### config.mk
export PLATFORM = sky130hd
export DESIGN_NAME = tmr8_timer
export DESIGN_NICKNAME = d
export VERILOG_FILES = /design/src/logic/tmr8_pkg.sv /design/src/logic/tmr8_timer.sv
export VERILOG_INCLUDE_DIRS = /design/src /design/src/logic
export SDC_FILE = /design/constraint.sdc
export NUM_CORES = 1
export LEC_CHECK = 0
export BUFFER_PORTS_ARGS = -buffer_cell sky130_fd_sc_hd__buf_4
export CAP_MARGIN = 20
export CORE_MARGIN = 2
export CORE_UTILIZATION = 30
export CTS_CLUSTER_SIZE = 20
export DETAILED_ROUTE_END_ITERATION = 16
export HOLD_SLACK_MARGIN = 0.1
export MAX_ROUTING_LAYER = met4
export SYNTH_ARGS = -nofsm -noshare
export SYNTH_HDL_FRONTEND = slang
export SYNTH_SLANG_ARGS = --single-unit
### constraint.sdc
create_clock -name I_CORE_CLK -period 2.1 [get_ports I_CORE_CLK]
set_input_delay 0.21 -clock I_CORE_CLK [delete_from_list [all_inputs] [get_ports I_CORE_CLK]]
set_output_delay 0.21 -clock I_CORE_CLK [all_outputs]
set_load 0.01 [all_outputs]
### src/logic/tmr8_params.svh
// Purpose: Register map, field positions, reset values and prescale masks of the 8-bit timer
// Assumes: Included by bare name from the timer module
// Notes: Definitions only
`ifndef TMR8_PARAMS_SVH
`define TMR8_PARAMS_SVH

// Register byte offsets
`define TMR8_OFF_CTRL 8'h00
`define TMR8_OFF_COUNT 8'h04
`define TMR8_OFF_COMPARE 8'h08
`define TMR8_OFF_FLAGS 8'h0C
`define TMR8_OFF_STATUS 8'h10

// Control register fields
`define TMR8_CTRL_WGM_LO 0
`define TMR8_CTRL_COM_LO 2
`define TMR8_CTRL_CS_LO 4
`define TMR8_CTRL_FORCE 7
`define TMR8_CTRL_DIR 8

// Flag register fields
`define TMR8_FLAG_OVF 0
`define TMR8_FLAG_CMP 1

// Counter extremes and reset values
`define TMR8_MAX 8'hFF
`define TMR8_BOTTOM 8'h00
`define TMR8_RST_COUNT 8'h00
`define TMR8_RST_COMPARE 8'h00

// Prescaler masks for divide by 1, 8, 32, 64, 128, 256, 1024
`define TMR8_MASK_1 10'h000
`define TMR8_MASK_8 10'h007
`define TMR8_MASK_32 10'h01F
`define TMR8_MASK_64 10'h03F
`define TMR8_MASK_128 10'h07F
`define TMR8_MASK_256 10'h0FF
`define TMR8_MASK_1024 10'h3FF

`endif

### src/logic/tmr8_pkg.sv
// Purpose: Types shared by the 8-bit timer
// Assumes: Enum encodings are literal here; tmr8_params.svh is not included
// Notes: State of the timer module is one packed struct
package tmr8_pkg;
    // Waveform mode selection
    typedef enum logic [1:0] {
        TMR8_NORMAL = 2'b00,
        TMR8_PHASE = 2'b01,
        TMR8_CTC = 2'b10,
        TMR8_FAST = 2'b11
    } tmr8_mode_t;

    // Compare output action
    typedef enum logic [1:0] {
        TMR8_COM_OFF = 2'b00,
        TMR8_COM_TOGGLE = 2'b01,
        TMR8_COM_CLEAR = 2'b10,
        TMR8_COM_SET = 2'b11
    } tmr8_com_t;

    // Complete state of the timer
    typedef struct packed {
        logic [9:0] presc;
        logic [7:0] count_value;
        logic [7:0] compare_value;
        logic [7:0] compare_buf;
        tmr8_mode_t waveform_mode_sel;
        tmr8_com_t compare_output_action;
        logic [2:0] clk_sel;
        logic pin_dir_out;
        logic compare_output;
        logic overflow_flag;
        logic compare_match_flag;
        logic match_blocked;
        logic match_seen;
        logic [31:0] prdata;
        logic pready;
        logic pslverr;
    } tmr8_state_t;
endpackage : tmr8_pkg

### src/logic/tmr8_timer.sv
// Purpose: 8-bit timer/counter with one compare channel, APB register access
// Assumes: APB master on I_CORE_CLK; service inputs are one-cycle pulses on the same clock
// Notes: Normal, clear-on-compare and fast PWM modes; mode 1 counts as normal mode
// Function
// - Waveform mode sets counting; output action never changes the count sequence.
// - Output action picks PWM polarity, or set/clear/toggle on match otherwise.
// - Mode 0 only increments and wraps from 0xFF to 0x00.
// - Normal mode sets overflow flag as count becomes zero; counting never clears it.
// - Servicing the overflow interrupt clears the overflow flag.
// - Normal mode accepts a new count write at any time.
// - Mode 2 clears the count when it equals the compare value.
// - Clear-on-compare raises the compare flag each time count reaches top.
// - Clear-on-compare compare writes act at once; a missed match wraps via 0xFF.
// - Clear-on-compare with action 1 toggles the output on every match.
// - Output reaches the pin only while its direction is output.
// - Timer tick is the core clock divided by 1, 8, 32, 64, 128, 256 or 1024.
// - Clear-on-compare sets overflow flag when count wraps from maximum to 0x00 without a match.
// - Mode 3 counts single-slope from bottom to maximum, then restarts.
// - Fast PWM non-inverting clears on match and sets at bottom.
// - Fast PWM inverting sets on match and clears at bottom.
// - Fast PWM counts to maximum then clears on the following tick.
// - Fast PWM action 2 is non-inverted, action 3 inverted.
// - Fast PWM sets overflow flag each time count reaches maximum.
// - Compare value is double buffered in PWM, loaded at top; direct otherwise.
// - A match sets the compare flag on the next timer tick.
//
// Added by the designer: the APB slave port and the register offsets.
`timescale 1ns/1ns
`include "tmr8_params.svh"

module tmr8_timer #(
    parameter int ADDR_W = 8
) (
    input wire logic I_CORE_CLK,
    input wire logic I_ARST_N,
    input wire logic I_PSEL,
    input wire logic I_PENABLE,
    input wire logic I_PWRITE,
    input wire logic [ADDR_W-1:0] I_PADDR,
    input wire logic [31:0] I_PWDATA,
    output logic [31:0] O_PRDATA,
    output logic O_PREADY,
    output logic O_PSLVERR,
    input wire logic I_OVF_SERVICED,
    input wire logic I_CMP_SERVICED,
    output logic O_CMP_PIN,
    output logic O_CMP_PIN_OE
);
    import tmr8_pkg::*;

    tmr8_state_t st_r;
    tmr8_state_t st_nxt;
    logic acc;
    logic wr_ctrl;
    logic wr_count;
    logic wr_cmp;
    logic wr_flags;
    logic tick;
    logic hit;
    logic pwm;
    logic at_max;
    logic [9:0] mask;
    logic [7:0] addr;

    // Outputs straight from the state register
    assign O_PRDATA = st_r.prdata;
    assign O_PREADY = st_r.pready;
    assign O_PSLVERR = st_r.pslverr;
    assign O_CMP_PIN = st_r.compare_output;
    assign O_CMP_PIN_OE = st_r.pin_dir_out;

    // Next state of prescaler, counter, flags, output and bus slave
    always_comb begin
        st_nxt = st_r;
        addr = I_PADDR[7:0];
        acc = I_PSEL & I_PENABLE & st_r.pready;
        wr_ctrl = acc & I_PWRITE & (addr == `TMR8_OFF_CTRL);
        wr_count = acc & I_PWRITE & (addr == `TMR8_OFF_COUNT);
        wr_cmp = acc & I_PWRITE & (addr == `TMR8_OFF_COMPARE);
        wr_flags = acc & I_PWRITE & (addr == `TMR8_OFF_FLAGS);
        pwm = (st_r.waveform_mode_sel == TMR8_FAST);
        at_max = (st_r.count_value == `TMR8_MAX);
        hit = (st_r.count_value == st_r.compare_value) & ~st_r.match_blocked;

        // Prescale selection
        case (st_r.clk_sel)
            3'h1: mask = `TMR8_MASK_1;
            3'h2: mask = `TMR8_MASK_8;
            3'h3: mask = `TMR8_MASK_32;
            3'h4: mask = `TMR8_MASK_64;
            3'h5: mask = `TMR8_MASK_128;
            3'h6: mask = `TMR8_MASK_256;
            3'h7: mask = `TMR8_MASK_1024;
            default: mask = `TMR8_MASK_1;
        endcase
        tick = (st_r.clk_sel != 3'h0) && ((st_r.presc & mask) == mask);
        st_nxt.presc = (st_r.clk_sel == 3'h0) ? 10'h000 : st_r.presc + 10'h001;

        // Flag clears by software or interrupt service; sets below win
        if (wr_flags && I_PWDATA[`TMR8_FLAG_OVF]) begin
            st_nxt.overflow_flag = 1'b0;
        end
        if (wr_flags && I_PWDATA[`TMR8_FLAG_CMP]) begin
            st_nxt.compare_match_flag = 1'b0;
        end
        if (I_OVF_SERVICED) begin
            st_nxt.overflow_flag = 1'b0;
        end
        if (I_CMP_SERVICED) begin
            st_nxt.compare_match_flag = 1'b0;
        end

        // Timer tick: count, flags and waveform
        if (tick) begin
            st_nxt.match_blocked = 1'b0;
            st_nxt.match_seen = hit;
            if (st_r.match_seen) begin
                st_nxt.compare_match_flag = 1'b1;
            end
            if ((st_r.waveform_mode_sel == TMR8_CTC) && hit) begin
                st_nxt.count_value = `TMR8_BOTTOM;
            end else begin
                st_nxt.count_value = st_r.count_value + 8'h01;
            end
            if (at_max && !((st_r.waveform_mode_sel == TMR8_CTC) && hit)) begin
                st_nxt.overflow_flag = 1'b1;
            end
            if (pwm && at_max) begin
                st_nxt.compare_value = st_r.compare_buf;
            end
            if (hit) begin
                case (st_r.compare_output_action)
                    TMR8_COM_TOGGLE: st_nxt.compare_output = ~st_r.compare_output;
                    TMR8_COM_CLEAR: st_nxt.compare_output = 1'b0;
                    TMR8_COM_SET: st_nxt.compare_output = 1'b1;
                    default: st_nxt.compare_output = st_r.compare_output;
                endcase
            end
            // Bottom action wins so a top-valued compare gives a steady level
            if (pwm && at_max) begin
                case (st_r.compare_output_action)
                    TMR8_COM_CLEAR: st_nxt.compare_output = 1'b1;
                    TMR8_COM_SET: st_nxt.compare_output = 1'b0;
                    default: st_nxt.compare_output = st_nxt.compare_output;
                endcase
            end
        end

        // Control write; force strobe acts at once in non-PWM modes
        if (wr_ctrl) begin
            st_nxt.waveform_mode_sel = tmr8_mode_t'(I_PWDATA[`TMR8_CTRL_WGM_LO +: 2]);
            st_nxt.compare_output_action = tmr8_com_t'(I_PWDATA[`TMR8_CTRL_COM_LO +: 2]);
            st_nxt.clk_sel = I_PWDATA[`TMR8_CTRL_CS_LO +: 3];
            st_nxt.pin_dir_out = I_PWDATA[`TMR8_CTRL_DIR];
            if (I_PWDATA[`TMR8_CTRL_FORCE] && !pwm) begin
                case (tmr8_com_t'(I_PWDATA[`TMR8_CTRL_COM_LO +: 2]))
                    TMR8_COM_TOGGLE: st_nxt.compare_output = ~st_r.compare_output;
                    TMR8_COM_CLEAR: st_nxt.compare_output = 1'b0;
                    TMR8_COM_SET: st_nxt.compare_output = 1'b1;
                    default: st_nxt.compare_output = st_r.compare_output;
                endcase
            end
        end

        // Count write wins over a tick and blocks the next match
        if (wr_count) begin
            st_nxt.count_value = I_PWDATA[7:0];
            st_nxt.match_blocked = 1'b1;
            st_nxt.match_seen = 1'b0;
        end

        // Compare write goes to the buffer; direct outside PWM
        if (wr_cmp) begin
            st_nxt.compare_buf = I_PWDATA[7:0];
        end
        if (st_nxt.waveform_mode_sel != TMR8_FAST) begin
            st_nxt.compare_value = st_nxt.compare_buf;
        end

        // APB: answer in the first access cycle, read data captured at setup
        st_nxt.pready = I_PSEL & ~I_PENABLE;
        if (I_PSEL && !I_PENABLE) begin
            st_nxt.pslverr = 1'b0;
            case (addr)
                `TMR8_OFF_CTRL: st_nxt.prdata = {23'h000000, st_r.pin_dir_out, 1'b0,
                    st_r.clk_sel, st_r.compare_output_action, st_r.waveform_mode_sel};
                `TMR8_OFF_COUNT: st_nxt.prdata = {24'h000000, st_r.count_value};
                `TMR8_OFF_COMPARE: st_nxt.prdata = {24'h000000, st_r.compare_buf};
                `TMR8_OFF_FLAGS: st_nxt.prdata = {30'h00000000, st_r.compare_match_flag,
                    st_r.overflow_flag};
                `TMR8_OFF_STATUS: st_nxt.prdata = {31'h00000000, st_r.compare_output};
                default: begin
                    st_nxt.prdata = 32'h00000000;
                    st_nxt.pslverr = 1'b1;
                end
            endcase
        end
    end

    // State register
    always_ff @(posedge I_CORE_CLK or negedge I_ARST_N) begin
        if (!I_ARST_N) begin
            st_r <= '0;
            st_r.count_value <= `TMR8_RST_COUNT;
            st_r.compare_value <= `TMR8_RST_COMPARE;
            st_r.compare_buf <= `TMR8_RST_COMPARE;
        end else begin
            st_r <= st_nxt;
        end
    end
endmodule : tmr8_timer

==> impl_results.html, run 1 <==
<table>
<tr><th>Metric</th><th>Value</th></tr>
<tr><th colspan="2">Clocking</th></tr>
<tr><td>Latest clock arrival within the worst-skew pair</td><td>350 ps</td></tr>
<tr><td>Clock slew at reported path FFs</td><td>roughly 70 ps</td></tr>
<tr><td>CTS H-tree lvls</td><td>3</td></tr>
<tr><td>CTS tree</td><td>built</td></tr>
<tr><td>Root buffer cell</td><td>sky130_fd_sc_hd__clkbuf_8</td></tr>
<tr><td>TritonCTS sink count</td><td>58</td></tr>
<tr><td>Total clock buffers created by CTS</td><td>9</td></tr>
<tr><td>Clk buf depth</td><td>2</td></tr>
<tr><th colspan="2">STA</th></tr>
<tr><td>Slew at the pin closest to its max-slew limit</td><td>about 750 ps</td></tr>
<tr><td>Number of failing hold endpoints at the final stage</td><td>0</td></tr>
<tr><td>Minimum clock period</td><td>between 1500 and 2000 ps</td></tr>
<tr><td>Final Setup Violations</td><td>0</td></tr>
<tr><td>Achievable clock frequency</td><td>~500 MHz</td></tr>
<tr><td>Count of pins over their slew limit</td><td>0</td></tr>
<tr><td>Final critical-path share of the clock period</td><td>0.950</td></tr>
<tr><td>Worst-case clock skew</td><td>between 10 and 15 ps</td></tr>
<tr><td>Unrepaired setup endpoints after global routing</td><td>yes</td></tr>
<tr><td>Slew HR</td><td>0.500</td></tr>
<tr><td>Final setup slack of the worst path</td><td>between 100 and 150 ps</td></tr>
<tr><th colspan="2">Final layout</th></tr>
<tr><td>Multi-input gate area</td><td>1650 um2</td></tr>
<tr><td>Sequential cell area</td><td>~1500 um2</td></tr>
<tr><td>Cell area after layout</td><td>~4000 um2</td></tr>
<tr><td>Layout cells sized above 1</td><td>0.230</td></tr>
<tr><td>Ant. Diodes</td><td>0</td></tr>
<tr><td>Filler cell count</td><td>about 1100</td></tr>
<tr><td>Net count reported at finish</td><td>~440</td></tr>
<tr><td>Area delta synth-&gt;final</td><td>22.6%</td></tr>
<tr><th colspan="2">Routing</th></tr>
<tr><td>Routed wirelength normalized by instance count</td><td>14.3 um</td></tr>
<tr><td>Detailed-route DRC error count</td><td>0</td></tr>
<tr><td>Wirelength, routed</td><td>roughly 7700 um</td></tr>
<tr><td>DRC violation total after the first TritonRoute iteration</td><td>127</td></tr>
<tr><td>Number of routed nets with antenna violations</td><td>0</td></tr>
<tr><td>Vias after detailed routing</td><td>2590</td></tr>
<tr><td>Mean number of vias per cell</td><td>about 4.8</td></tr>
<tr><td>First drt pass iteration count</td><td>4</td></tr>
<tr><th colspan="2">Floorplan</th></tr>
<tr><td>Io pins</td><td>83</td></tr>
<tr><td>Width of the die</td><td>about 110 um</td></tr>
<tr><td>Core Area</td><td>10700 um2</td></tr>
<tr><td>Overall die area</td><td>11800 um2</td></tr>
<tr><td>Initial core utilization</td><td>0.304</td></tr>
<tr><td>Number of cell rows</td><td>38</td></tr>
<tr><td>Die span in y</td><td>roughly 110 um</td></tr>
<tr><th colspan="2">Placed design</th></tr>
<tr><td>Post-Place Worst Slack</td><td>-64.9 ps</td></tr>
<tr><td>Placed standard-cell area</td><td>3690 um2</td></tr>
<tr><td>Detailed-placement wirelength estimate</td><td>around 5500 um</td></tr>
<tr><td>Port Buf Inserts</td><td>36</td></tr>
<tr><td>Routability congestion estimate</td><td>0.864</td></tr>
<tr><th colspan="2">Hold path</th></tr>
<tr><td>Hold Crit Start</td><td>I_PWDATA[0]</td></tr>
<tr><td>Worst min path class</td><td>input port to register</td></tr>
<tr><th colspan="2">Synth</th></tr>
<tr><td>Per-instance average area after synthesis</td><td>9.77 um2</td></tr>
<tr><td>Number of flops mapped to enable cells by yosys</td><td>0</td></tr>
<tr><td>Share of the synthesized area in the top cell type</td><td>0.444</td></tr>
<tr><td>Leading post-synthesis cells by instance count</td><td>sky130_fd_sc_hd__dfrtp_1 (58), sky130_fd_sc_hd__nand2_1 (37), sky130_fd_sc_hd__nor2_1 (35)</td></tr>
<tr><td>Most frequently used cell type in the post-synthesis netlist</td><td>sky130_fd_sc_hd__dfrtp_1</td></tr>
<tr><td>Post-synth ARST share</td><td>1.00</td></tr>
<tr><td>Fraction of the yosys area taken by sequential cells</td><td>0.444</td></tr>
<tr><td>Synth area leader</td><td>sky130_fd_sc_hd__dfrtp_1</td></tr>
<tr><td>Flip-flop cell with the highest count after synthesis</td><td>sky130_fd_sc_hd__dfrtp_1</td></tr>
<tr><td>Number of distinct library cells after synthesis</td><td>50</td></tr>
<tr><td>Biggest area contributors in the synthesized netlist</td><td>sky130_fd_sc_hd__dfrtp_1 (44%), sky130_fd_sc_hd__buf_4 (7.3%), sky130_fd_sc_hd__mux2_1 (5.5%)</td></tr>
<tr><td>Synthesis-stage register bit count</td><td>slightly below 60</td></tr>
<tr><td>Synth Warn #</td><td>0</td></tr>
<tr><td>Combined area of all synthesized cells</td><td>approximately 3300 um2</td></tr>
<tr><td>Cell count after synthesis</td><td>around 340</td></tr>
<tr><th colspan="2">Pwr</th></tr>
<tr><td>Cell Pwr Density</td><td>about 620 nW/um2</td></tr>
<tr><td>IR drop worst, VDD</td><td>~210 uV</td></tr>
<tr><td>Leakage power</td><td>roughly 1.8 nW</td></tr>
<tr><th colspan="2">GRT</th></tr>
<tr><td>Via count of the first global-routing pass</td><td>between 2000 and 3000</td></tr>
<tr><td>Total global routing track utilization</td><td>0.148</td></tr>
<tr><td>Total grt overflow</td><td>0</td></tr>
<tr><td>Global-route wire length before repair</td><td>approximately 13000 um</td></tr>
<tr><td>Maximum number of pins on one net before global-route repair</td><td>59</td></tr>
<tr><td>Antenna violations before repair</td><td>0</td></tr>
<tr><th colspan="2">Worst setup path</th></tr>
<tr><td>Source of the critical timing path</td><td>st_r[63]$_DFFE_PN0P_</td></tr>
<tr><td>Buffering stage count on the worst path with inverters included</td><td>1</td></tr>
<tr><td>List of cells traversed by the critical path</td><td>ha_2 &gt; nand3_2 &gt; nor4_2 &gt; buf_4 &gt; and3b_1 &gt; a21oi_1 &gt; o221a_1 &gt; a211oi_2</td></tr>
<tr><td>Largest stage delay on the critical path</td><td>410 ps</td></tr>
<tr><td>Delay-heaviest family, CP</td><td>simple AND/OR/NAND/NOR gates</td></tr>
<tr><td>Critical Path AT</td><td>between 2000 and 2500 ps</td></tr>
<tr><td>Crit path launch type</td><td>register</td></tr>
<tr><td>WP data required</td><td>2350 ps</td></tr>
<tr><td>Critical path peak fanout</td><td>5</td></tr>
<tr><td>Slowest cell on the critical path</td><td>sky130_fd_sc_hd__dfrtp_1</td></tr>
<tr><td>Critical path endpoint category</td><td>register</td></tr>
<tr><td>Worst reg2reg startpoint</td><td>st_r[63]$_DFFE_PN0P_</td></tr>
<tr><td>Type of the setup path with the least slack</td><td>register to register</td></tr>
<tr><th colspan="2">Job</th></tr>
<tr><td>Max-capacitance violation count</td><td>0</td></tr>
<tr><th colspan="2">Run status</th></tr>
<tr><td>Outcome</td><td>finished clean</td></tr>
</table>
## layer usage
layer / global-route usage / share of wire
met2: 0.238 / 0.50
met4: 0.0687 / 0.018
met5: - / 0
met1: 0.179 / 0.43
met3: 0.0295 / 0.050
## kinds of logic after synthesis
group | after synthesis | share of synthesized area
AND/OR/NAND/NOR | 128 | 0.196
AO/OA/AOI/OAI | 59 | 0.124
flip-flops | 58 | 0.444
buffers and inverters | 46 | 0.0899
multiplexers | 25 | 0.0952
XOR/XNOR | 16 | 0.0428
adder cells (fa/ha/maj) | 2 | 0.00765
other | 1 | 0.00115
## worst paths after layout
kind | endpoint | cells after the start | slack (ps)
min in group asynchronous | st_r[73]$_DFF_PN0_ | 2 | 470
worst max register to register | O_CMP_PIN$_DFFE_PN0P_ | 8 | 100
worst min-delay path | st_r[45]$_DFF_PN0_ | 2 | 130
max in group asynchronous | st_r[56]$_DFFE_PN0P_ | 2 | 1130
worst min register to register | O_PRDATA[1]$_DFFE_PN0P_ | 2 | 470
worst max-delay path | O_CMP_PIN$_DFFE_PN0P_ | 8 | 100
## state kept, by name, summed over array words and instances (netlist names)
signal        count
st_r             45
O_PRDATA          9
O_CMP_PIN         1
O_CMP_PIN_OE      1
O_PREADY          1
O_PSLVERR         1
## cell type report
cell class / count / share of cell area
Sequential cell: 58 / 0.362
Tap cell: 140 / 0.0437
Clock buffer: 13 / 0.0421
Inverter: 5 / 0.00468
Multi-Input combinational cell: 253 / 0.412
Timing Repair Buffer: 65 / 0.127
Clock inverter: 2 / 0.00873
## where the power goes
part           total [W]  internal, W  leakage, nW  switching (W)
clock            0.00107     0.000637        0.106       0.000437
combinational   0.000259     0.000112        0.958       0.000147
sequential       0.00116      0.00114        0.762      0.0000204
## per-stage QoR
step | instances | total power (W) | util | setup TNS [ps] | hold slack (ps)
2_1_floorplan | 357 | 0.00133 | - | 0 | -85.6
3_3_place_gp | 513 | 0.00142 | 0.344 | -186 | 323
3_5_place_dp | 513 | 0.00143 | 0.344 | -491 | 335
4_1_cts | 532 | 0.00251 | 0.367 | 0 | 117
5_1_grt | 536 | 0.00260 | 0.373 | -23.1 | 127
6_report | 536 | 0.00250 | 0.373 | 0 | 126
## worst register-to-register path, delay by kind of cell, from the launching register on
kind            cells  cell delay, ps
flops               1             410
simple gates        3             570
fa+ha+maj           1             240
compound gates      3             500
buf+inv             1             170
## layout by cell type, fill, tap and decap left out, types with 6 or more instances in the layout
master	count
sky130_fd_sc_hd__o221a_1	9
sky130_fd_sc_hd__nor2_1	34
sky130_fd_sc_hd__nand3_1	10
sky130_fd_sc_hd__xor2_1	7
sky130_fd_sc_hd__nand2_1	37
sky130_fd_sc_hd__dfrtp_1	58
sky130_fd_sc_hd__a31oi_1	6
sky130_fd_sc_hd__mux2_1	16
sky130_fd_sc_hd__or3_1	9
sky130_fd_sc_hd__o21ai_0	12
sky130_fd_sc_hd__xnor2_1	9
sky130_fd_sc_hd__a21oi_1	16
sky130_fd_sc_hd__conb_1	23
sky130_fd_sc_hd__clkbuf_8	12
sky130_fd_sc_hd__buf_4	60
## what timing repair did
item | CTS | global route
resized for setup | 1 | 9
endpoints found under the hold margin | 61 | 0
gates cloned | 0 | 0
setup buffers | 0 | 4
setup endpoints to repair | 1 | 16
hold buffers | 4 | 0
pin swaps | 0 | 2
Power figures use the tool's default switching activity.
==> run 2, diff against run 1 <==
- CORE_ASPECT_RATIO: not set -> 1.2
- CORE_UTILIZATION: 30 -> 48
- PLACE_DENSITY: not set -> 0.76
==> run 2 against run 1 <==
Compared with the run above:
- power down 3.8%
- count of clock-buffer cells in the layout down 3
- wire length down 6.9%
==> impl_results.html, run 2 (synthesized netlist as in run 1, its figures left out) <==
<table>
<tr><th>Metric</th><th>Value</th></tr>
<tr><th colspan="2">Hold path</th></tr>
<tr><td>Worst min path class</td><td>input port to register</td></tr>
<tr><td>Cell depth of the worst min-delay path</td><td>2 (unchanged)</td></tr>
<tr><th colspan="2">Routing</th></tr>
<tr><td>DRC violation total after the first TritonRoute iteration</td><td>119 (-6.3%)</td></tr>
<tr><td>Detailed-route DRC error count</td><td>0 (unchanged)</td></tr>
<tr><td>Vias after detailed routing</td><td>2595 (+0.19%)</td></tr>
<tr><td>First drt pass iteration count</td><td>5 (+1)</td></tr>
<tr><td>Number of routed nets with antenna violations</td><td>0 (unchanged)</td></tr>
<tr><td>Routed wirelength normalized by instance count</td><td>14.7 um (+2.8%)</td></tr>
<tr><td>Wirelength, routed</td><td>7150 um (-6.9%)</td></tr>
<tr><td>Mean number of vias per cell</td><td>5.35 (+11%)</td></tr>
<tr><th colspan="2">Floorplan</th></tr>
<tr><td>Overall die area</td><td>7500 um2 (-36%)</td></tr>
<tr><td>Width of the die</td><td>79.4 um (-27%)</td></tr>
<tr><td>Number of cell rows</td><td>32 (-16%)</td></tr>
<tr><td>Core Area</td><td>6530 um2 (-39%)</td></tr>
<tr><td>Initial core utilization</td><td>0.501 (+0.197)</td></tr>
<tr><td>Io pins</td><td>83 (unchanged)</td></tr>
<tr><td>Die span in y</td><td>94.4 um (-13%)</td></tr>
<tr><th colspan="2">STA</th></tr>
<tr><td>Final Setup Violations</td><td>0 (unchanged)</td></tr>
<tr><td>Minimum clock period</td><td>2050 ps (+56.0 ps)</td></tr>
<tr><td>Final setup slack of the worst path</td><td>48.4 ps (-56.0 ps)</td></tr>
<tr><td>Worst-case clock skew</td><td>8.07 ps (-2.74 ps)</td></tr>
<tr><td>Slew at the pin closest to its max-slew limit</td><td>748 ps (-1.58 ps)</td></tr>
<tr><td>Count of pins over their slew limit</td><td>0 (unchanged)</td></tr>
<tr><td>Slew HR</td><td>0.501 (+0.00106)</td></tr>
<tr><td>Final critical-path share of the clock period</td><td>0.977 (+0.0267)</td></tr>
<tr><td>Number of failing hold endpoints at the final stage</td><td>0 (unchanged)</td></tr>
<tr><td>Setup TNS</td><td>0 ps (unchanged)</td></tr>
<tr><td>Achievable clock frequency</td><td>487 MHz (-2.7%)</td></tr>
<tr><td>Unrepaired setup endpoints after global routing</td><td>yes</td></tr>
<tr><th colspan="2">Final layout</th></tr>
<tr><td>Sequential cell area</td><td>1450 um2 (+0.17%)</td></tr>
<tr><td>Multi-input gate area</td><td>1640 um2 (-0.53%)</td></tr>
<tr><td>Ant. Diodes</td><td>0 (unchanged)</td></tr>
<tr><td>Filler cell count</td><td>546 (-51%)</td></tr>
<tr><td>Layout cells sized above 1</td><td>0.245 (+0.0152)</td></tr>
<tr><td>Util after Layout</td><td>0.602 (+0.228)</td></tr>
<tr><td>Commonest cells after routing, fill and taps aside</td><td>sky130_fd_sc_hd__buf_4 (65), sky130_fd_sc_hd__dfrtp_1 (56), sky130_fd_sc_hd__nand2_1 (36)</td></tr>
<tr><td>Most common library cell in the layout ignoring fill and taps</td><td>sky130_fd_sc_hd__buf_4</td></tr>
<tr><td>Largest register FFs</td><td>45 (unchanged)</td></tr>
<tr><td>Register ranked first by flip-flop count</td><td>st_r</td></tr>
<tr><td>Net count reported at finish</td><td>444 (+0.68%)</td></tr>
<tr><td>Area delta synth-&gt;final</td><td>20.0%</td></tr>
<tr><td>Cell area after layout</td><td>3930 um2 (-2.1%)</td></tr>
<tr><th colspan="2">Clocking</th></tr>
<tr><td>Root buffer cell</td><td>sky130_fd_sc_hd__clkbuf_8</td></tr>
<tr><td>TritonCTS sink count</td><td>58 (unchanged)</td></tr>
<tr><td>CTS H-tree lvls</td><td>3 (unchanged)</td></tr>
<tr><td>Clk buf depth</td><td>2 (unchanged)</td></tr>
<tr><td>Total clock buffers created by CTS</td><td>9 (unchanged)</td></tr>
<tr><td>Latest clock arrival within the worst-skew pair</td><td>340 ps (about the same)</td></tr>
<tr><td>Clock slew at reported path FFs</td><td>70 ps (about the same)</td></tr>
<tr><td>CTS tree</td><td>built</td></tr>
<tr><th colspan="2">GRT</th></tr>
<tr><td>Maximum number of pins on one net before global-route repair</td><td>59 (unchanged)</td></tr>
<tr><td>Total global routing track utilization</td><td>0.208 (+0.0596)</td></tr>
<tr><td>Total grt overflow</td><td>0 (unchanged)</td></tr>
<tr><td>Global-route wire length before repair</td><td>11600 um (-11%)</td></tr>
<tr><td>Via count of the first global-routing pass</td><td>2505 (-4.3%)</td></tr>
<tr><td>Antenna violations before repair</td><td>0 (unchanged)</td></tr>
<tr><th colspan="2">Pwr</th></tr>
<tr><td>Cell Pwr Density</td><td>611 nW/um2 (-1.8%)</td></tr>
<tr><td>Leakage power</td><td>1.82 nW (-0.40%)</td></tr>
<tr><td>IR drop worst, VDD</td><td>435 uV (+110%)</td></tr>
<tr><th colspan="2">Run status</th></tr>
<tr><td>Outcome</td><td>finished clean</td></tr>
<tr><th colspan="2">Placed design</th></tr>
<tr><td>Port Buf Inserts</td><td>36 (unchanged)</td></tr>
<tr><td>Routability congestion estimate</td><td>0.925 (+7.0%)</td></tr>
<tr><td>Post-Place Worst Slack</td><td>-127 ps (-61.8 ps)</td></tr>
<tr><td>Placed standard-cell area</td><td>3640 um2 (-1.4%)</td></tr>
<tr><td>Detailed-placement wirelength estimate</td><td>5180 um (-6.6%)</td></tr>
<tr><th colspan="2">Worst setup path</th></tr>
<tr><td>Cells on worst reg2reg path</td><td>8 (unchanged)</td></tr>
<tr><td>Type of the setup path with the least slack</td><td>register to register</td></tr>
<tr><td>Crit path launch type</td><td>register</td></tr>
<tr><td>Critical path peak fanout</td><td>7 (+2)</td></tr>
<tr><td>WP data required</td><td>2300 ps (-50 ps)</td></tr>
<tr><td>Critical Path AT</td><td>2250 ps (about the same)</td></tr>
<tr><td>Critical path endpoint category</td><td>register</td></tr>
<tr><th colspan="2">Job</th></tr>
<tr><td>Max-capacitance violation count</td><td>0 (unchanged)</td></tr>
</table>
run 2: cell count changes in the layout (fill, tap and decap cells not counted), moves of 2 or more:
cell,before,now
sky130_fd_sc_hd__clkbuf_8,12,9
sky130_fd_sc_hd__dfrtp_1,58,56
sky130_fd_sc_hd__dfrtp_2,0,2
sky130_fd_sc_hd__buf_4,60,65
sky130_fd_sc_hd__dlygate4sd3_1,4,2
sky130_fd_sc_hd__clkinv_2,1,4
run 2: final timing paths:
| path | to | startpoint | slack, ps |
|---|---|---|---|
| worst max-delay path | st_r[63]$_DFFE_PN0P_ | st_r[58]$_DFFE_PN0P_ | 50 |
| max in group asynchronous | st_r[73]$_DFF_PN0_ | I_ARST_N | 1090 |
| worst max register to register | st_r[63]$_DFFE_PN0P_ | st_r[58]$_DFFE_PN0P_ | 50 |
| worst min-delay path | st_r[52]$_DFF_PN0_ | I_PWDATA[5] | 110 |
| min in group asynchronous | O_CMP_PIN_OE$_DFFE_PN0P_ | I_ARST_N | 460 |
| worst min register to register | O_PRDATA[1]$_DFFE_PN0P_ | O_PRDATA[1]$_DFFE_PN0P_ | 470 |
run 2: critical path, stage by stage, from the launching register on:
cell and delay (ps):
sky130_fd_sc_hd__dfrtp_1 410, sky130_fd_sc_hd__xor2_1 150, sky130_fd_sc_hd__or4_4 540, sky130_fd_sc_hd__nor4_4 290
sky130_fd_sc_hd__buf_4 210, sky130_fd_sc_hd__buf_6 100, sky130_fd_sc_hd__nor3_2 30, sky130_fd_sc_hd__a21oi_1 110
sky130_fd_sc_hd__a21oi_1 70
run 2: through the flow:
stage / hold WS, ps / total power [W] / instances
5_1_grt: 113 / 0.00250 / 485
3_5_place_dp: 326 / 0.00143 / 462
6_report: 112 / 0.00240 / 485
2_1_floorplan: -85.6 / 0.00133 / 357
4_1_cts: 105 / 0.00241 / 480
3_3_place_gp: 318 / 0.00142 / 462
run 2: power breakdown:
| group | internal, W | total [W] | switching (W) | leakage [nW] |
|---|---|---|---|---|
| logic | 0.000110 | 0.000256 | 0.000145 | 0.963 |
| clock network | 0.000539 | 0.000981 | 0.000442 | 0.0958 |
| registers | 0.00114 | 0.00116 | 0.0000202 | 0.760 |
| total | 0.00179 | 0.00240 | 0.000608 | 1.82 |
run 2: repair_timing:
item / 4_1_cts / 5_1_grt
hold buffers: 2 / 0
endpoints found under the hold margin: 59 / 0
cloned: 0 / 0
endpoints found under the setup margin: 1 / 17
pin swaps: 0 / 5
gates resized for setup: 1 / 10
setup buffers: 0 / 5
run 2: metal layers:
layer	up-vias	track usage	wire length, um
met5	-	-	0
met4	0	0.0747	121
met3	12	0.0468	372
met2	71	0.359	3690
met1	1261	0.237	2960
li1	1251	-	-
run 2: layout make-up:
| type | count | area share |
|---|---|---|
| Clock inverter | 6 | 0.0147 |
| Sequential cell | 58 | 0.370 |
| Clock buffer | 10 | 0.0325 |
| Timing Repair Buffer | 68 | 0.132 |
| Inverter | 5 | 0.00478 |
| Tap cell | 85 | 0.0271 |
| Multi-Input combinational cell | 253 | 0.418 |
==> run 3, diff against run 2 <==
- CORE_ASPECT_RATIO: 1.2 -> not set
- PLACE_DENSITY: 0.76 -> 0.79
==> run 3 against run 2 <==
Compared with the run above:
- global-route usage grew 1.7 points
- clock power shrank 2.2%
- core utilization shrank 1.7 points
- fmax grew 2.0%
- non-clock buffer count grew 1
- largest power group unchanged
==> impl_results.html, run 3 (synthesized netlist as in run 1, its figures left out) <==
<table>
<tr><th>Metric</th><th>Value</th></tr>
<tr><th colspan="2">GRT</th></tr>
<tr><td>Antenna violations before repair</td><td>0 (unchanged)</td></tr>
<tr><td>Total grt overflow</td><td>0 (unchanged)</td></tr>
<tr><td>Total global routing track utilization</td><td>0.225 (+0.0170)</td></tr>
<tr><td>Via count of the first global-routing pass</td><td>2615 (+4.4%)</td></tr>
<tr><td>Maximum number of pins on one net before global-route repair</td><td>59 (unchanged)</td></tr>
<tr><td>Global-route wire length before repair</td><td>12500 um (+8.0%)</td></tr>
<tr><th colspan="2">STA</th></tr>
<tr><td>Final setup slack of the worst path</td><td>88.2 ps (+39.8 ps)</td></tr>
<tr><td>Fin Hold WS</td><td>123 ps (+11.0 ps)</td></tr>
<tr><td>Minimum clock period</td><td>2010 ps (-39.8 ps)</td></tr>
<tr><td>Number of failing hold endpoints at the final stage</td><td>0 (unchanged)</td></tr>
<tr><td>Final Setup Violations</td><td>0 (unchanged)</td></tr>
<tr><td>Unrepaired setup endpoints after global routing</td><td>no</td></tr>
<tr><td>Achievable clock frequency</td><td>497 MHz (+2.0%)</td></tr>
<tr><td>Count of pins over their slew limit</td><td>0 (unchanged)</td></tr>
<tr><td>Final critical-path share of the clock period</td><td>0.958 (-0.0190)</td></tr>
<tr><td>Worst-case clock skew</td><td>6.75 ps (-1.32 ps)</td></tr>
<tr><td>Slew at the pin closest to its max-slew limit</td><td>756 ps (+7.54 ps)</td></tr>
<tr><td>Setup TNS</td><td>0 ps (unchanged)</td></tr>
<tr><td>Slew HR</td><td>0.496 (-0.00503)</td></tr>
<tr><th colspan="2">Floorplan</th></tr>
<tr><td>Initial core utilization</td><td>0.490 (-0.0116)</td></tr>
<tr><td>Die span in y</td><td>86.6 um (-8.3%)</td></tr>
<tr><td>Core Area</td><td>6680 um2 (+2.4%)</td></tr>
<tr><td>Io pins</td><td>83 (unchanged)</td></tr>
<tr><td>Number of cell rows</td><td>30 (-6.3%)</td></tr>
<tr><td>Width of the die</td><td>86.6 um (+9.1%)</td></tr>
<tr><td>Overall die area</td><td>7490 um2 (about the same)</td></tr>
<tr><th colspan="2">Routing</th></tr>
<tr><td>Vias after detailed routing</td><td>2666 (+2.7%)</td></tr>
<tr><td>Length of routed met2 wiring</td><td>3800 um (+2.9%)</td></tr>
<tr><td>First drt pass iteration count</td><td>4 (-1)</td></tr>
<tr><td>Routed wirelength normalized by instance count</td><td>15.8 um (+7.0%)</td></tr>
<tr><td>Total length of routed met3 wires</td><td>325 um (-13%)</td></tr>
<tr><td>Mean number of vias per cell</td><td>5.54 (+3.6%)</td></tr>
<tr><td>Detailed-route DRC error count</td><td>0 (unchanged)</td></tr>
<tr><td>Wirelength, routed</td><td>7590 um (+6.1%)</td></tr>
<tr><td>Number of routed nets with antenna violations</td><td>0 (unchanged)</td></tr>
<tr><td>Highest routed metal layer</td><td>met4</td></tr>
<tr><td>Metal-1 WL</td><td>3290 um (+11%)</td></tr>
<tr><td>DRC violation total after the first TritonRoute iteration</td><td>149 (+25%)</td></tr>
<tr><th colspan="2">Clocking</th></tr>
<tr><td>TritonCTS sink count</td><td>58 (unchanged)</td></tr>
<tr><td>CTS tree</td><td>built</td></tr>
<tr><td>Latest clock arrival within the worst-skew pair</td><td>340 ps (about the same)</td></tr>
<tr><td>Total clock buffers created by CTS</td><td>9 (unchanged)</td></tr>
<tr><td>CTS H-tree lvls</td><td>3 (unchanged)</td></tr>
<tr><td>Clock slew at reported path FFs</td><td>70 ps (about the same)</td></tr>
<tr><td>Root buffer cell</td><td>sky130_fd_sc_hd__clkbuf_8</td></tr>
<tr><td>Clk buf depth</td><td>2 (unchanged)</td></tr>
<tr><td>Number of buffers added for setup after CTS</td><td>0 (unchanged)</td></tr>
<tr><th colspan="2">Worst setup path</th></tr>
<tr><td>Critical path endpoint category</td><td>register</td></tr>
<tr><td>Slowest cell on the critical path</td><td>sky130_fd_sc_hd__or4_4</td></tr>
<tr><td>Buffering stage count on the worst path with inverters included</td><td>1 (-1)</td></tr>
<tr><td>Critical Path AT</td><td>2210 ps (-40 ps)</td></tr>
<tr><td>WP data required</td><td>2300 ps (about the same)</td></tr>
<tr><td>Worst setup slack for register-to-register paths</td><td>90 ps (+40 ps)</td></tr>
<tr><td>Largest stage delay on the critical path</td><td>540 ps (about the same)</td></tr>
<tr><td>List of cells traversed by the critical path</td><td>xor2_1 &gt; or4_4 &gt; nor4_4 &gt; buf_4 &gt; o21ai_0 &gt; a22oi_1 &gt; a21oi_1</td></tr>
<tr><td>Worst reg2reg startpoint</td><td>st_r[58]$_DFFE_PN0P_</td></tr>
<tr><td>Type of the setup path with the least slack</td><td>register to register</td></tr>
<tr><td>Delay-heaviest family, CP</td><td>simple AND/OR/NAND/NOR gates</td></tr>
<tr><td>Cells on worst reg2reg path</td><td>7 (-1)</td></tr>
<tr><td>Endpoint of the lowest-slack register-to-register path</td><td>st_r[69]$_DFFE_PN0P_</td></tr>
<tr><td>Crit path launch type</td><td>register</td></tr>
<tr><td>Critical path peak fanout</td><td>7 (unchanged)</td></tr>
<tr><th colspan="2">Final layout</th></tr>
<tr><td>Commonest cells after routing, fill and taps aside</td><td>sky130_fd_sc_hd__buf_4 (67), sky130_fd_sc_hd__dfrtp_1 (57), sky130_fd_sc_hd__nand2_1 (36)</td></tr>
<tr><td>Most common library cell in the layout ignoring fill and taps</td><td>sky130_fd_sc_hd__buf_4</td></tr>
<tr><td>Area delta synth-&gt;final</td><td>19.4%</td></tr>
<tr><td>Ant. Diodes</td><td>0 (unchanged)</td></tr>
<tr><td>Register ranked first by flip-flop count</td><td>st_r</td></tr>
<tr><td>Layout cells sized above 1</td><td>0.239 (-0.00560)</td></tr>
<tr><td>Largest register FFs</td><td>45 (unchanged)</td></tr>
<tr><td>Net count reported at finish</td><td>445 (+0.23%)</td></tr>
<tr><th colspan="2">Placed design</th></tr>
<tr><td>Detailed-placement wirelength estimate</td><td>5500 um (+6.1%)</td></tr>
<tr><td>Post-Place Worst Slack</td><td>-81.1 ps (+45.6 ps)</td></tr>
<tr><td>Port Buf Inserts</td><td>36 (unchanged)</td></tr>
<tr><td>Routability congestion estimate</td><td>0.937 (+1.3%)</td></tr>
<tr><th colspan="2">Pwr</th></tr>
<tr><td>Leakage power</td><td>1.83 nW (+0.55%)</td></tr>
<tr><td>IR drop worst, VDD</td><td>279 uV (-36%)</td></tr>
<tr><td>Cell Pwr Density</td><td>610 nW/um2 (-0.25%)</td></tr>
<tr><th colspan="2">Hold path</th></tr>
<tr><td>Hold Crit Start</td><td>I_PWDATA[5]</td></tr>
<tr><td>Cell depth of the worst min-delay path</td><td>2 (unchanged)</td></tr>
<tr><td>Hold worst-path end</td><td>st_r[41]$_DFFE_PN0P_</td></tr>
<tr><td>Worst min path class</td><td>input port to register</td></tr>
<tr><th colspan="2">Run status</th></tr>
<tr><td>Outcome</td><td>finished clean</td></tr>
<tr><th colspan="2">Job</th></tr>
<tr><td>Max-capacitance violation count</td><td>0 (unchanged)</td></tr>
</table>
## run 3: cell types whose count changed in the layout (fill, tap and decap cells not counted), sizes merged
cell,change
clkinv,-2
clkbuf,+4
clkinvlp,-1
buf,+1
bufinv,-1
## run 3: timing repair
item,in CTS,in global routing
setup endpoints to repair,0,17
hold buffers,2,0
hold endpoints to repair,59,0
resized for setup,0,6
## run 3: cell type report
cell class	count	area [um2]
well taps	80	100
flip-flops and latches	58	1450
multi-input cells	253	1630
repair buffers	69	523
clock buffers	14	173
fillers	585	2780
clock inverters	2	10.0
inverters	5	18.8
## run 3: worst reg2reg max path, delay by kind of cell (launching register included)
family          cells  cell delay [ps]
simple gates        2              750
compound gates      3              360
xor+xnor            1              150
flops               1              410
buf+inv             1              200
## run 3: worst max-delay path by stage
stage                     cells after the start                 start                    end
after floorplan                               6  st_r[66]$_DFFE_PN0P_   st_r[64]$_DFFE_PN0P_
after global placement                        8            I_PADDR[5]   st_r[56]$_DFFE_PN0P_
after detailed placement                      8            I_PADDR[5]   st_r[62]$_DFFE_PN0P_
after CTS                                     7  st_r[58]$_DFFE_PN0P_  O_CMP_PIN$_DFFE_PN0P_
after global routing                          7  st_r[58]$_DFFE_PN0P_   st_r[69]$_DFFE_PN0P_
final                                         7  st_r[58]$_DFFE_PN0P_   st_r[69]$_DFFE_PN0P_
## run 3: through the flow
step	util	area, um2	total power, W	instances
after floorplan	-	3350	0.00133	357
after global placement	0.551	3680	0.00143	463
after detailed placement	0.551	3680	0.00144	463
after CTS	0.581	3880	0.00240	481
after global routing	0.585	3910	0.00248	481
final	0.585	3910	0.00238	481
## run 3: per-layer routing
metal	vias up	global-route usage
li1	1262	-
met1	1315	0.285
met2	74	0.352
met3	15	0.0429
met4	0	0.0980
met5	-	-
## run 3: power by group
group	total (W)	switching, W	internal [W]	leakage, nW
clock	0.000959	0.000437	0.000522	0.0965
combinational	0.000256	0.000145	0.000111	0.971
sequential	0.00117	0.0000235	0.00114	0.761
